### config.mk
export PLATFORM = sky130hd
export DESIGN_NAME = csp_port
export DESIGN_NICKNAME = d
export VERILOG_FILES = /design/src/shared/csp_pkg.sv /design/src/logic/csp_sync.sv /design/src/logic/csp_fifo.sv /design/src/logic/csp_port.sv
export SDC_FILE = /design/constraint.sdc
export NUM_CORES = 1
export LEC_CHECK = 0
export ABC_AREA = 1
export BUFFER_PORTS_ARGS = -buffer_cell sky130_fd_sc_hd__buf_2
export CAP_MARGIN = 20
export CORE_UTILIZATION = 58
export CTS_BUF_LIST = sky130_fd_sc_hd__clkbuf_4
export DETAILED_ROUTE_END_ITERATION = 10
export PLACE_DENSITY_LB_ADDON = 0.25
export SLEW_MARGIN = 20
export SYNTH_ARGS = -nofsm -noshare
export SYNTH_HDL_FRONTEND = slang
export SYNTH_SLANG_ARGS = --single-unit
### constraint.sdc
create_clock -name i_mclk -period 6.2 [get_ports i_mclk]
set_clock_uncertainty 0.05 [all_clocks]
set_input_delay 0.62 -clock i_mclk [delete_from_list [all_inputs] [get_ports i_mclk]]
set_output_delay 0.62 -clock i_mclk [all_outputs]
set_load 0.03 [all_outputs]
### src/shared/csp_pkg.sv
// Purpose: Shared constants and types for the card SPI host port
// Assumes: 50 MHz host bus clock, byte-wide registers
// Notes: Offsets are full host bus addresses
package csp_pkg;

  // Register addresses
  localparam logic [15:0] CSP_ADDR_EXCHANGE = 16'hdf10;
  localparam logic [15:0] CSP_ADDR_CONTROL = 16'hdf11;
  localparam logic [15:0] CSP_ADDR_STATUS = 16'hdf12;

  // Control field positions
  localparam int CSP_CTL_DISABLE = 7;
  localparam int CSP_CTL_RD_TRIG = 6;
  localparam int CSP_CTL_EXT_OFF = 5;
  localparam int CSP_CTL_SEL_HI = 4;
  localparam int CSP_CTL_FAST = 2;
  localparam int CSP_CTL_SEL_LO = 1;
  localparam int CSP_CTL_BOOT_OFF = 0;
  localparam logic [7:0] CSP_CTL_RESET = 8'h00;

  // Status field positions
  localparam int CSP_ST_JUMPER = 5;
  localparam int CSP_ST_WPROT = 4;
  localparam int CSP_ST_NOCARD = 3;
  localparam int CSP_ST_EXROM = 2;
  localparam int CSP_ST_GAME = 1;
  localparam int CSP_ST_BUSY = 0;

  // Target select codes, {bit4, bit1}
  localparam logic [1:0] CSP_SEL_CARD = 2'h0;
  localparam logic [1:0] CSP_SEL_NONE = 2'h1;
  localparam logic [1:0] CSP_SEL_FLASH = 2'h2;
  localparam logic [1:0] CSP_SEL_RTC = 2'h3;

  // Byte sent when a read triggers a transfer
  localparam logic [7:0] CSP_FILL_BYTE = 8'hff;
  localparam logic [7:0] CSP_RX_RESET = 8'hff;

  // Clock rates and derived half periods (rounded up, rate never exceeded)
  localparam int CSP_MCLK_HZ = 50000000;
  localparam int CSP_SLOW_HZ = 250000;
  localparam int CSP_FAST_HZ = 8000000;
  localparam int CSP_HALF_SLOW_I = (CSP_MCLK_HZ + 2 * CSP_SLOW_HZ - 1) / (2 * CSP_SLOW_HZ);
  localparam int CSP_HALF_FAST_I = (CSP_MCLK_HZ + 2 * CSP_FAST_HZ - 1) / (2 * CSP_FAST_HZ);
  localparam logic [7:0] CSP_HALF_SLOW = CSP_HALF_SLOW_I[7:0];
  localparam logic [7:0] CSP_HALF_FAST = CSP_HALF_FAST_I[7:0];
  localparam logic [2:0] CSP_LAST_BIT = 3'h7;

  // Shifter states
  typedef enum logic [0:0] {CSP_IDLE, CSP_SHIFT} csp_state_e;

endpackage : csp_pkg

### src/logic/csp_sync.sv
// Purpose: Two-flop synchroniser for pin inputs
// Assumes: Inputs are asynchronous to i_mclk
// Notes: First stage is read only by the second stage
`timescale 1ns/1ps
`default_nettype none
module csp_sync #(
  parameter int W = 1
) (
  input wire logic i_mclk,
  input wire logic i_rst,
  input wire logic [W-1:0] i_async,
  output logic [W-1:0] o_sync
);

  typedef struct packed {
    logic [W-1:0] meta;
    logic [W-1:0] sync;
  } csp_sync_s;

  csp_sync_s cur_ff;
  csp_sync_s nxt_st;

  // Both stages, every bit at once
  always_comb
  begin
    nxt_st.meta = i_async;
    nxt_st.sync = cur_ff.meta;
  end

  // State register
  always_ff @(posedge i_mclk or posedge i_rst)
  begin
    if (i_rst)
      cur_ff <= '0;
    else
      cur_ff <= nxt_st;
  end

  assign o_sync = cur_ff.sync;

endmodule : csp_sync
`default_nettype wire

### src/logic/csp_fifo.sv
// Purpose: Flip-flop FIFO with valid/ready on both sides
// Assumes: DEPTH is a power of two
// Notes: Full and empty come from an occupancy count
`timescale 1ns/1ps
`default_nettype none
module csp_fifo #(
  parameter int W = 8,
  parameter int DEPTH = 16
) (
  input wire logic i_mclk,
  input wire logic i_rst,
  input wire logic i_in_valid,
  output logic o_in_ready,
  input wire logic [W-1:0] i_in_data,
  output logic o_out_valid,
  input wire logic i_out_ready,
  output logic [W-1:0] o_out_data
);

  localparam int AW = $clog2(DEPTH);
  localparam logic [AW:0] FULL_CNT = DEPTH[AW:0];

  typedef struct packed {
    logic [DEPTH-1:0][W-1:0] mem;
    logic [AW-1:0] wr_ptr;
    logic [AW-1:0] rd_ptr;
    logic [AW:0] count;
  } csp_fifo_s;

  csp_fifo_s cur_ff;
  csp_fifo_s nxt_st;
  logic push;
  logic pop;

  // Handshake terms
  assign o_in_ready = (cur_ff.count != FULL_CNT);
  assign o_out_valid = (cur_ff.count != '0);
  assign o_out_data = cur_ff.mem[cur_ff.rd_ptr];
  assign push = i_in_valid & o_in_ready;
  assign pop = o_out_valid & i_out_ready;

  // Pointer and storage update
  always_comb
  begin
    nxt_st = cur_ff;
    if (push)
    begin
      nxt_st.mem[cur_ff.wr_ptr] = i_in_data;
      nxt_st.wr_ptr = cur_ff.wr_ptr + 1'b1;
    end
    if (pop)
      nxt_st.rd_ptr = cur_ff.rd_ptr + 1'b1;
    case ({push, pop})
      2'b10: nxt_st.count = cur_ff.count + 1'b1;
      2'b01: nxt_st.count = cur_ff.count - 1'b1;
      default: nxt_st.count = cur_ff.count;
    endcase
  end

  // State register
  always_ff @(posedge i_mclk or posedge i_rst)
  begin
    if (i_rst)
      cur_ff <= '0;
    else
      cur_ff <= nxt_st;
  end

endmodule : csp_fifo
`default_nettype wire

### src/logic/csp_port.sv
// Purpose: Memory-mapped SPI host port for card, flash ROM and clock chip
// Assumes: i_wr and i_rd are one-cycle strobes on i_mclk; pins are asynchronous
// Notes: Outgoing bytes queue in a 16-entry FIFO ahead of the shifter
`timescale 1ns/1ps
`default_nettype none
////////////////////////////////////////////////////////////////////////////////
// Summary of operation
// (RULE1) Writing the exchange register sends a byte; reading returns last received byte.
// (RULE2) Control bit 7 disables the port when set; changeable only while unlocked.
// (RULE3) Control bit 6 picks trigger: 0 write starts transfer, 1 read starts.
// (RULE4) Control bit 5 set keeps external ROM off regardless.
// (RULE5) Control bits 4,1 pick card, nothing, flash or clock chip select.
// (RULE6) Control bit 2 picks 250 kHz when 0, 8 MHz when 1.
// (RULE7) Control bit 0 clear maps boot ROM; set removes it, external ROM active.
// (RULE8) Status register is read-only; writes change nothing.
// (RULE9) Status bit 5 always reads 0.
// (RULE10) Status bit 4 shows card write protect, 1 when protected.
// (RULE11) Status bit 3 reads 1 when slot is empty.
// (RULE12) Status bit 0 shows busy in slow mode; host polls before next access.
// (RULE13) Bytes shift MSB first in mode 0, eight clocks per byte.
// (RULE14) Reset leaves clock low, selects off, busy clear, control zero.
module csp_port
  import csp_pkg::*;
#(
  parameter int FIFO_DEPTH = 16
) (
  // Clock and asynchronous reset
  input wire logic i_mclk,
  input wire logic i_rst,
  // Host register bus
  input wire logic [15:0] i_addr,
  input wire logic i_wr,
  input wire logic i_rd,
  input wire logic [7:0] i_wdata,
  output logic [7:0] o_rdata,
  output logic o_host_wait,
  // Lock level and ROM banking
  input wire logic i_port_unlock,
  output logic o_boot_rom_map,
  output logic o_ext_rom_en,
  // SPI link and chip selects
  output logic o_spi_sck,
  output logic o_spi_mosi,
  input wire logic i_spi_miso,
  output logic o_card_cs_n,
  output logic o_flash_cs_n,
  output logic o_rtc_cs_n,
  // Slot and cartridge lines, asynchronous
  input wire logic i_card_wprot,
  input wire logic i_card_absent,
  input wire logic i_exrom_line,
  input wire logic i_game_line
);

  // Whole block state, registered as one word
  typedef struct packed {
    logic [7:0] ctl;
    logic [7:0] rx;
    logic [7:0] sh;
    logic [7:0] rdata;
    logic [7:0] cnt;
    logic [2:0] bitn;
    logic sck;
    logic mosi;
    logic [2:0] cs_n;
    csp_state_e state;
  } csp_port_s;

  // Registered state and its next value
  csp_port_s cur_ff;
  csp_port_s nxt_st;

  // Synchronised pin levels
  logic miso_s;
  logic wprot_s;
  logic absent_s;
  logic exrom_s;
  logic game_s;
  logic unlock_s;

  // Register decode and trigger
  logic hit_xchg;
  logic hit_ctl;
  logic hit_st;
  logic enabled;

  // Queue handshake
  logic push_valid;
  logic push_ready;
  logic [7:0] push_data;
  logic q_valid;
  logic q_ready;
  logic [7:0] q_data;

  // Rate, status and select
  logic [7:0] half;
  logic [7:0] status;
  logic [1:0] sel;

  //////////////////////////////////////////////////////////////////////////////
  // Pin synchronisers
  // Unlock level crosses too; control writes see it two edges late
  csp_sync #(
    .W(6)
  ) u_sync (
    .i_mclk(i_mclk),
    .i_rst(i_rst),
    .i_async({i_spi_miso, i_card_wprot, i_card_absent, i_exrom_line, i_game_line, i_port_unlock}),
    .o_sync({miso_s, wprot_s, absent_s, exrom_s, game_s, unlock_s})
  );

  //////////////////////////////////////////////////////////////////////////////
  // Address decode and trigger
  // Full 16-bit compare, no mirrors
  assign hit_xchg = (i_addr == CSP_ADDR_EXCHANGE);
  assign hit_ctl = (i_addr == CSP_ADDR_CONTROL);
  assign hit_st = (i_addr == CSP_ADDR_STATUS);
  assign enabled = ~cur_ff.ctl[CSP_CTL_DISABLE]; // RULE2

  // Write or read of exchange register queues a byte per trigger mode
  always_comb
  begin
    push_valid = 1'b0;
    push_data = i_wdata;
    if (enabled && hit_xchg)
    begin
      // Write trigger sends the written byte
      if (!cur_ff.ctl[CSP_CTL_RD_TRIG] && i_wr) // RULE3
        push_valid = 1'b1; // RULE1
      else if (cur_ff.ctl[CSP_CTL_RD_TRIG] && i_rd) // RULE3
      begin
        // Read trigger sends a fill byte
        push_valid = 1'b1;
        push_data = CSP_FILL_BYTE;
      end
    end
  end

  // Host must hold off while the queue is full
  // A push into a full queue is dropped
  assign o_host_wait = ~push_ready;

  //////////////////////////////////////////////////////////////////////////////
  // Outgoing byte queue
  csp_fifo #(
    .W(8),
    .DEPTH(FIFO_DEPTH)
  ) u_fifo (
    .i_mclk(i_mclk),
    .i_rst(i_rst),
    .i_in_valid(push_valid),
    .o_in_ready(push_ready),
    .i_in_data(push_data),
    .o_out_valid(q_valid),
    .i_out_ready(q_ready),
    .o_out_data(q_data)
  );

  // Shifter takes a byte only when idle
  assign q_ready = (cur_ff.state == CSP_IDLE);

  //////////////////////////////////////////////////////////////////////////////
  // Status and select terms
  assign half = cur_ff.ctl[CSP_CTL_FAST] ? CSP_HALF_FAST : CSP_HALF_SLOW; // RULE6
  assign sel = {cur_ff.ctl[CSP_CTL_SEL_HI], cur_ff.ctl[CSP_CTL_SEL_LO]};

  always_comb
  begin
    // Top bits and jumper bit read zero
    status = 8'h00;
    status[CSP_ST_JUMPER] = 1'b0; // RULE9
    status[CSP_ST_WPROT] = wprot_s; // RULE10
    status[CSP_ST_NOCARD] = absent_s; // RULE11
    status[CSP_ST_EXROM] = exrom_s;
    status[CSP_ST_GAME] = game_s;
    status[CSP_ST_BUSY] = ~cur_ff.ctl[CSP_CTL_FAST] & ((cur_ff.state != CSP_IDLE) | q_valid); // RULE12
  end

  //////////////////////////////////////////////////////////////////////////////
  // Next-state logic: registers, chip selects and shifter
  always_comb
  begin
    nxt_st = cur_ff;

    // Control register write; bit 7 only while unlocked
    if (i_wr && hit_ctl)
    begin
      nxt_st.ctl = i_wdata;
      // Disable bit held while locked
      if (!unlock_s)
        nxt_st.ctl[CSP_CTL_DISABLE] = cur_ff.ctl[CSP_CTL_DISABLE]; // RULE2
    end
    // Status writes fall through with no effect (RULE8)

    // Read data, zero for unmapped addresses
    if (i_rd)
    begin
      if (hit_xchg)
        nxt_st.rdata = cur_ff.rx; // RULE1
      else if (hit_ctl)
        nxt_st.rdata = cur_ff.ctl;
      else if (hit_st)
        nxt_st.rdata = status;
      else
        nxt_st.rdata = 8'h00;
    end

    // One-hot chip select, none when disabled
    nxt_st.cs_n = 3'h7;
    if (enabled)
    begin
      unique case (sel) // RULE5
        CSP_SEL_CARD: nxt_st.cs_n[0] = 1'b0;
        CSP_SEL_FLASH: nxt_st.cs_n[1] = 1'b0;
        CSP_SEL_RTC: nxt_st.cs_n[2] = 1'b0;
        CSP_SEL_NONE: nxt_st.cs_n = 3'h7;
      endcase
    end

    // Mode 0 shifter, MSB first
    unique case (cur_ff.state)
      CSP_IDLE:
      begin
        // Clock low; load the next queued byte
        nxt_st.sck = 1'b0;
        if (q_valid)
        begin
          nxt_st.sh = q_data;
          nxt_st.mosi = q_data[7]; // RULE13
          nxt_st.bitn = 3'h0;
          nxt_st.cnt = 8'h01;
          nxt_st.state = CSP_SHIFT;
        end
      end
      CSP_SHIFT:
      begin
        // Count out one half period, then toggle sck
        if (cur_ff.cnt < half)
          nxt_st.cnt = cur_ff.cnt + 8'h01;
        else
        begin
          nxt_st.cnt = 8'h01;
          if (!cur_ff.sck)
          begin
            // Rising edge: sample incoming bit
            nxt_st.sck = 1'b1;
            nxt_st.rx = {cur_ff.rx[6:0], miso_s}; // RULE13
          end
          else
          begin
            // Falling edge: present next bit or finish
            nxt_st.sck = 1'b0;
            nxt_st.sh = {cur_ff.sh[6:0], 1'b0};
            nxt_st.mosi = cur_ff.sh[6]; // RULE13
            nxt_st.bitn = cur_ff.bitn + 3'h1;
            if (cur_ff.bitn == CSP_LAST_BIT)
            begin
              nxt_st.state = CSP_IDLE;
              nxt_st.mosi = 1'b1; // Data line idles high
            end
          end
        end
      end
    endcase
  end

  //////////////////////////////////////////////////////////////////////////////
  // State register
  always_ff @(posedge i_mclk or posedge i_rst)
  begin
    if (i_rst)
    begin
      // Shifter idle; rx reads ff until a byte arrives
      cur_ff.ctl <= CSP_CTL_RESET; // RULE14
      cur_ff.rx <= CSP_RX_RESET;
      cur_ff.sh <= 8'h00;
      cur_ff.rdata <= 8'h00;
      cur_ff.cnt <= 8'h00;
      cur_ff.bitn <= 3'h0;
      cur_ff.sck <= 1'b0; // RULE14
      cur_ff.mosi <= 1'b1;
      cur_ff.cs_n <= 3'h7; // RULE14
      cur_ff.state <= CSP_IDLE; // RULE14
    end
    else
      cur_ff <= nxt_st;
  end

  //////////////////////////////////////////////////////////////////////////////
  // Outputs
  // Read data and SPI pins
  assign o_rdata = cur_ff.rdata;
  assign o_spi_sck = cur_ff.sck;
  assign o_spi_mosi = cur_ff.mosi;

  // Chip selects, one per target
  assign o_card_cs_n = cur_ff.cs_n[0];
  assign o_flash_cs_n = cur_ff.cs_n[1];
  assign o_rtc_cs_n = cur_ff.cs_n[2];

  // ROM banking from control bits 0 and 5
  assign o_boot_rom_map = ~cur_ff.ctl[CSP_CTL_BOOT_OFF]; // RULE7
  assign o_ext_rom_en = cur_ff.ctl[CSP_CTL_BOOT_OFF] & ~cur_ff.ctl[CSP_CTL_EXT_OFF]; // RULE4

endmodule : csp_port
`default_nettype wire

==> out/results.tsv, run 1 <==
metric	value	unit
CP max stage delay	1.00	ns
critical path's top delay family	buffers and inverters	
DRT iter0 DRCs	652	
Clock Sink Count	201	
Critical R2R Launch	u_fifo.cur_ff[5]	
fin crit period	3.137	ns
most common flop cell mapped by yosys	dfrtp_1	
num rows	48	
max frequency	318.8	MHz
Core Area	17240	um2
Vias	9230	
Post-synth EDFFs	0	
Synth cell types	33	
vias in the first global route	8870	
register area share after synthesis	49.29	%
unrepaired setup endpoints after global routing	no	
most frequent cell after synthesis	nand2_1	
max-cap violations	0	
post-synth top area share	46.21	%
final std cells w/o fill	1697	
Placed Cells	1597	
Critical Path AT	3.66	ns
Layout Nets	1481	
top cells by area, synth	dfrtp_1 (46%), nand2_1 (20%), nand3_1 (12%)	
wire per inst	15.76	um
die height	134.8	um
I/O pin cnt	50	
area grow syn2layout	10.75	%
initial antenna violation count	1	
share of layout cells above drive strength 1	12.65	%
PortBufs	49	
syn nets	1418	
Via density	5.439	
Worst Path Max Fanout	69	
final setup violation count	0	
root buffer cell	clkbuf_4	
starting density of the core	59.38	%
Bufs and invs on worst path	2	
Reg clk slew, reported paths	0.07	ns
Synth top cells by count	nand2_1 (535), nand3_1 (253), dfrtp_1 (189)	
Hold Slack	-0.003087	ns
IR drop worst, VDD	0.1625	mV
Hold Fails Final Rpt	2	
global-route wire length before repair	43.80	mm
DP Worst Slack	3.097	ns
htree depth	2	
grt ovf	0	
Reg2Reg Setup Slack	3.06	ns
Pwr per Cell Area	308.0	nW/um2
Worst R2R End	cur_ff[29]	
gr usage total	30.89	%
final-layout fill cell count	1493	
R2R cell count	9	
DRC	0	
Async S/R FF share, synth	100.0	%
number of buffers created by CTS	52	
Final Wtd Congestion	0.8718	
Slew @ Worst Pin	0.9947	ns
die width	134.8	um
largest net degree at the start of global routing	155	
Post-Syn Area	10230	um2
final core utilization	65.76	%
sequence of cells on the critical path	buf_4 -> clkinv_2 -> nand2_1 -> nand3_1 -> nand3_1 -> nand3_1 -> nand2_1 -> nand2_1 -> a21oi_1	
setup TNS	0	ns
clock latency at the later pin of the worst-skew pair	0.67	ns
CTS Buffer Depth	3	
Hold Crit Class	input pin to async pin	
Leakage	0.006104	uW
Die ar.	18180	um2
CTS tree	yes	
Setup crit end kind	flop	
YS warnings	0	
Final period util	50.60	%
Startpoint Class	flop	
WS Path Type	flop to flop	
status	finished with violations	
Syn Inst Count	1370	
post-synthesis average cell area	7.471	um2
final wirelength	26.74	mm
total setup buffers inserted after CTS	0	
PnR worst setup slack	3.063	ns
Yosys top cell by area	dfrtp_1	
failing checks	hold timing	
Synth Register Bits	201	
Worst slew margin	33.69	%
DP HPWL	16.14	mm
Slew Limit Fails	0	
drt first pass iters	5	
Routed Antenna Nets	0	
WP data required	6.73	ns
Slowest-stage cell, CP	clkinv_2	
worst max path at each step:
stage | from | end | cells past startpoint
6_report | u_fifo.cur_ff[5] | cur_ff[29] | 9
5_1_grt | u_fifo.cur_ff[5] | cur_ff[26] | 9
4_1_cts | u_fifo.cur_ff[1] | u_fifo.cur_ff[4] | 16
3_5_place_dp | i_addr[3] | u_fifo.cur_ff[12] | 9
3_3_place_gp | i_addr[3] | u_fifo.cur_ff[107] | 10
2_1_floorplan | i_rst | cur_ff[0] | 1
layout by cell type (no fill, tap or decap), drive strengths merged, types with 2 or more instances in the layout:
| cell | synthesis | final |
|---|---|---|
| nand2 | 536 | 536 |
| nand3 | 263 | 263 |
| dfrtp | 189 | 189 |
| inv | 147 | 147 |
| clkbuf | 26 | 85 |
| buf | 35 | 64 |
| nor2 | 58 | 58 |
| o21ai | 34 | 34 |
| a21oi | 14 | 14 |
| ha | 14 | 14 |
| xor2 | 12 | 12 |
| dfstp | 12 | 12 |
| clkinv | 2 | 8 |
| o21bai | 6 | 6 |
| dlygate4sd3 | 0 | 6 |
| nand4 | 5 | 5 |
| o22ai | 5 | 5 |
| xnor2 | 3 | 3 |
| diode | 0 | 2 |
| nand3b | 2 | 2 |
power breakdown:
part	total (uW)	switching, uW	internal (uW)
sequential	1490	75.1	1420
combinational	850	586	264
clock	1150	536	612
state kept, by name, indices dropped and copies added (netlist names):
name	cells
cur_ff	35
o_card_cs_n	1
o_flash_cs_n	1
o_rdata	8
o_rtc_cs_n	1
o_spi_mosi	1
o_spi_sck	1
u_fifo.cur_ff	141
u_sync.cur_ff	6
u_sync.o_sync	6
cell type report:
class / count / area [um2] / area share (%)
Tap cell: 225 / 281.5 / 2.484
Inverter: 149 / 573.1 / 5.056
Clock inverter: 6 / 22.52 / 0.1987
Sequential cell: 201 / 5046 / 44.52
Multi-Input combinational cell: 959 / 4343 / 38.32
Antenna cell: 2 / 5.005 / 0.04416
Timing Repair Buffer: 70 / 425.4 / 3.753
Clock buffer: 85 / 638.1 / 5.630
repair_timing:
| action | 4_1_cts | 5_1_grt |
|---|---|---|
| hold endpoints to repair | 6 | 0 |
| hold buffers | 6 | 0 |
| resized for setup | 0 | 0 |
kinds of logic (layout without fill, tap and decap cells):
logic type / count (synthesis) / after routing / synth area share, %
AND/OR/NAND/NOR: 868 / 868 / 36.12
buffers and inverters: 210 / 310 / 8.276
adder cells (fa/ha/maj): 14 / 14 / 1.712
other: 0 / 2 / 0
flip-flops: 201 / 201 / 49.29
AO/OA/AOI/OAI: 62 / 62 / 3.313
XOR/XNOR: 15 / 15 / 1.284
layer usage:
| metal | routed length (um) | track usage [%] |
|---|---|---|
| met1 | 11210 | 41.32 |
| met5 | 0 | 0 |
| met4 | 903 | 13.17 |
| met2 | 12500 | 49.28 |
| met3 | 2135 | 5.931 |
stage by stage:
| stage | power [uW] | area (um2) |
|---|---|---|
| floorplan | 2117 | 10230 |
| global placement | 2316 | 10590 |
| detailed placement | 2338 | 10590 |
| CTS | 3498 | 11310 |
| global route | 3698 | 11330 |
| finish | 3491 | 11330 |
No activity file was read; power rests on OpenSTA's default activity.
==> run 2, diff against run 1 <==
Settings changed: CORE_UTILIZATION 58 to 60.
Clock period 6.2 ns to 3.2 ns, I/O delays scaled along.
==> out/results.tsv, run 2 (synthesis results as in run 1) <==
metric	value	unit
status	finished clean	
DRT iter0 DRCs	713	
sequence of cells on the critical path	nor2_1 -> nand3_1 -> nor2_1 -> inv_2 -> nand4_1 -> ha_1 -> xor2_1 -> ha_1 -> inv_1 -> nand2_1 -> and3_1 -> nor2_1 -> nand2_1 -> nand2_1 -> nand2_1 -> nand2_1	
Worst R2R End	u_fifo.cur_ff[4]	
area of the multi-input gates	4343	um2
starting density of the core	61.50	%
die width	132.6	um
max-cap violations	0	
IR drop worst, VDD	0.3636	mV
Reg2Reg Setup Slack	0.66	ns
Hold Crit Class	input pin to async pin	
final wirelength	26.44	mm
Pwr per Cell Area	585.1	nW/um2
Vias	9222	
Slowest-stage cell, CP	dfrtp_1	
Clock Sink Count	201	
grt ovf	0	
share of layout cells above drive strength 1	12.66	%
Stages on worst setup path	16	
commonest non-fill, non-tap cells in the layout	nand2_1 (535), nand3_1 (253), dfrtp_1 (188), inv_1 (141), clkbuf_4 (81)	
P_int	4412	uW
cell mode on critical path	nand2_1	
largest net degree at the start of global routing	133	
Worst slew margin	48.91	%
critical path's top delay family	simple AND/OR/NAND/NOR gates	
Reg power frac	43.0	%
initial antenna violation count	0	
PortBufs	49	
Critical R2R Launch	u_fifo.cur_ff[1]	
DP HPWL	16.26	mm
clock latency at the later pin of the worst-skew pair	0.65	ns
Hold Fails Final Rpt	0	
CTS tree	yes	
I/O pin cnt	50	
wire per inst	15.51	um
Slew Limit Fails	0	
root buffer cell	clkbuf_4	
Comb pwr share	24.9	%
Hold Slack	0.1213	ns
Leakage	0.006170	uW
Bufs and invs on worst path	2	
CP max stage delay	0.41	ns
Core Area	16640	um2
gr usage total	30.97	%
max frequency	393.5	MHz
CTS Buffer Depth	3	
Die ar.	17580	um2
Reg clk slew, reported paths	0.06	ns
sw frac	34.37	%
number of buffers created by CTS	53	
DRC	0	
clock power share	32.1	%
Routed Antenna Nets	0	
register area	5046	um2
Via density	5.409	
vias in the first global route	8704	
WP data required	3.68	ns
num rows	47	
area grow syn2layout	12.26	%
drt first pass iters	5	
Largest Register	u_fifo.cur_ff	
Final Wtd Congestion	0.8907	
final setup violation count	0	
Startpoint Class	flop	
fin crit period	2.541	ns
Final period util	79.41	%
max reg flops	141	
die height	132.6	um
htree depth	2	
WS Path Type	flop to flop	
setup TNS	0	ns
Slew @ Worst Pin	0.7663	ns
final-layout fill cell count	1426	
Setup crit end kind	flop	
R2R cell count	16	
Worst Path Max Fanout	4	
# diodes	0	
Layout Nets	1500	
global-route wire length before repair	43.22	mm
NetSw	2311	uW
commonest non-fill, non-tap cell in the layout	nand2_1	
Critical Path AT	3.02	ns
unrepaired setup endpoints after global routing	no	
==> run 2: changes by cell type in the layout (fill, tap and decap cells not counted), moves of 2 or more <==
cell,before,now
dlygate4sd3_1,6,16
clkbuf_4,85,81
buf_12,0,4
clkinv_1,6,9
buf_4,14,19
diode_2,2,0
==> run 2: layer usage <==
metal / wire length (um) / vias up / GRT usage, %
met1: 11490 / 4250 / 41.23
met3: 1924 / 82 / 5.900
met2: 12100 / 388 / 49.44
li1: - / 4502 / -
met5: 0 / - / 0
met4: 925 / 0 / 13.92
==> run 2: area by class of cell <==
cell class,instances,area share [%]
flip-flops and latches,201,43.92
clock buffers,81,5.292
well taps,220,2.396
clock inverters,7,0.2287
repair buffers,88,5.467
inverters,149,4.900
multi-input cells,959,37.80
==> run 2: worst min-delay path, cell delays in order <==
cell and delay [ns]:
dlygate4sd3_1 0.53, buf_2 0.13, clkinvlp_4 0.20
==> run 2: worst max path at each step <==
stage | start | end | slack (ns)
after floorplan | u_fifo.cur_ff[1] | u_fifo.cur_ff[4] | 0.23
after global placement | i_addr[3] | u_fifo.cur_ff[4] | 0.70
after detailed placement | i_addr[7] | u_fifo.cur_ff[4] | 0.59
after CTS | u_fifo.cur_ff[1] | u_fifo.cur_ff[4] | 0.67
after global routing | u_fifo.cur_ff[2] | u_fifo.cur_ff[4] | 0.42
final | u_fifo.cur_ff[1] | u_fifo.cur_ff[4] | 0.66
==> run 2: power by group through the flow <==
| stage | Combinational (uW) | Clock [uW] | Sequential [uW] |
|---|---|---|---|
| 2_1_floorplan | 1190 | 0 | 2920 |
| 3_3_place_gp | 1610 | 0 | 2930 |
| 3_5_place_dp | 1630 | 0 | 2930 |
| 4_1_cts | 1660 | 2210 | 2890 |
| 5_1_grt | 1870 | 2330 | 2920 |
| 6_report | 1670 | 2160 | 2890 |
==> run 2: repair_timing <==
| action | in CTS | in global routing |
|---|---|---|
| endpoints found under the setup margin | 0 | 0 |
| resized for setup | 0 | 0 |
| endpoints found under the hold margin | 197 | 0 |
| hold buffers | 16 | 0 |
| setup buffers | 0 | 0 |
==> run 2: stage by stage <==
step	setup WS [ns]	util (%)	cells	area, um2	power, uW
global placement	0.6990	64.27	1601	10700	4538
CTS	0.6749	69.04	1705	11490	6759
floorplan	0.2252	-	1370	10240	4103
finish	0.6588	69.04	1705	11490	6722
global route	0.4233	69.04	1705	11490	7120
detailed placement	0.5909	64.27	1601	10700	4565
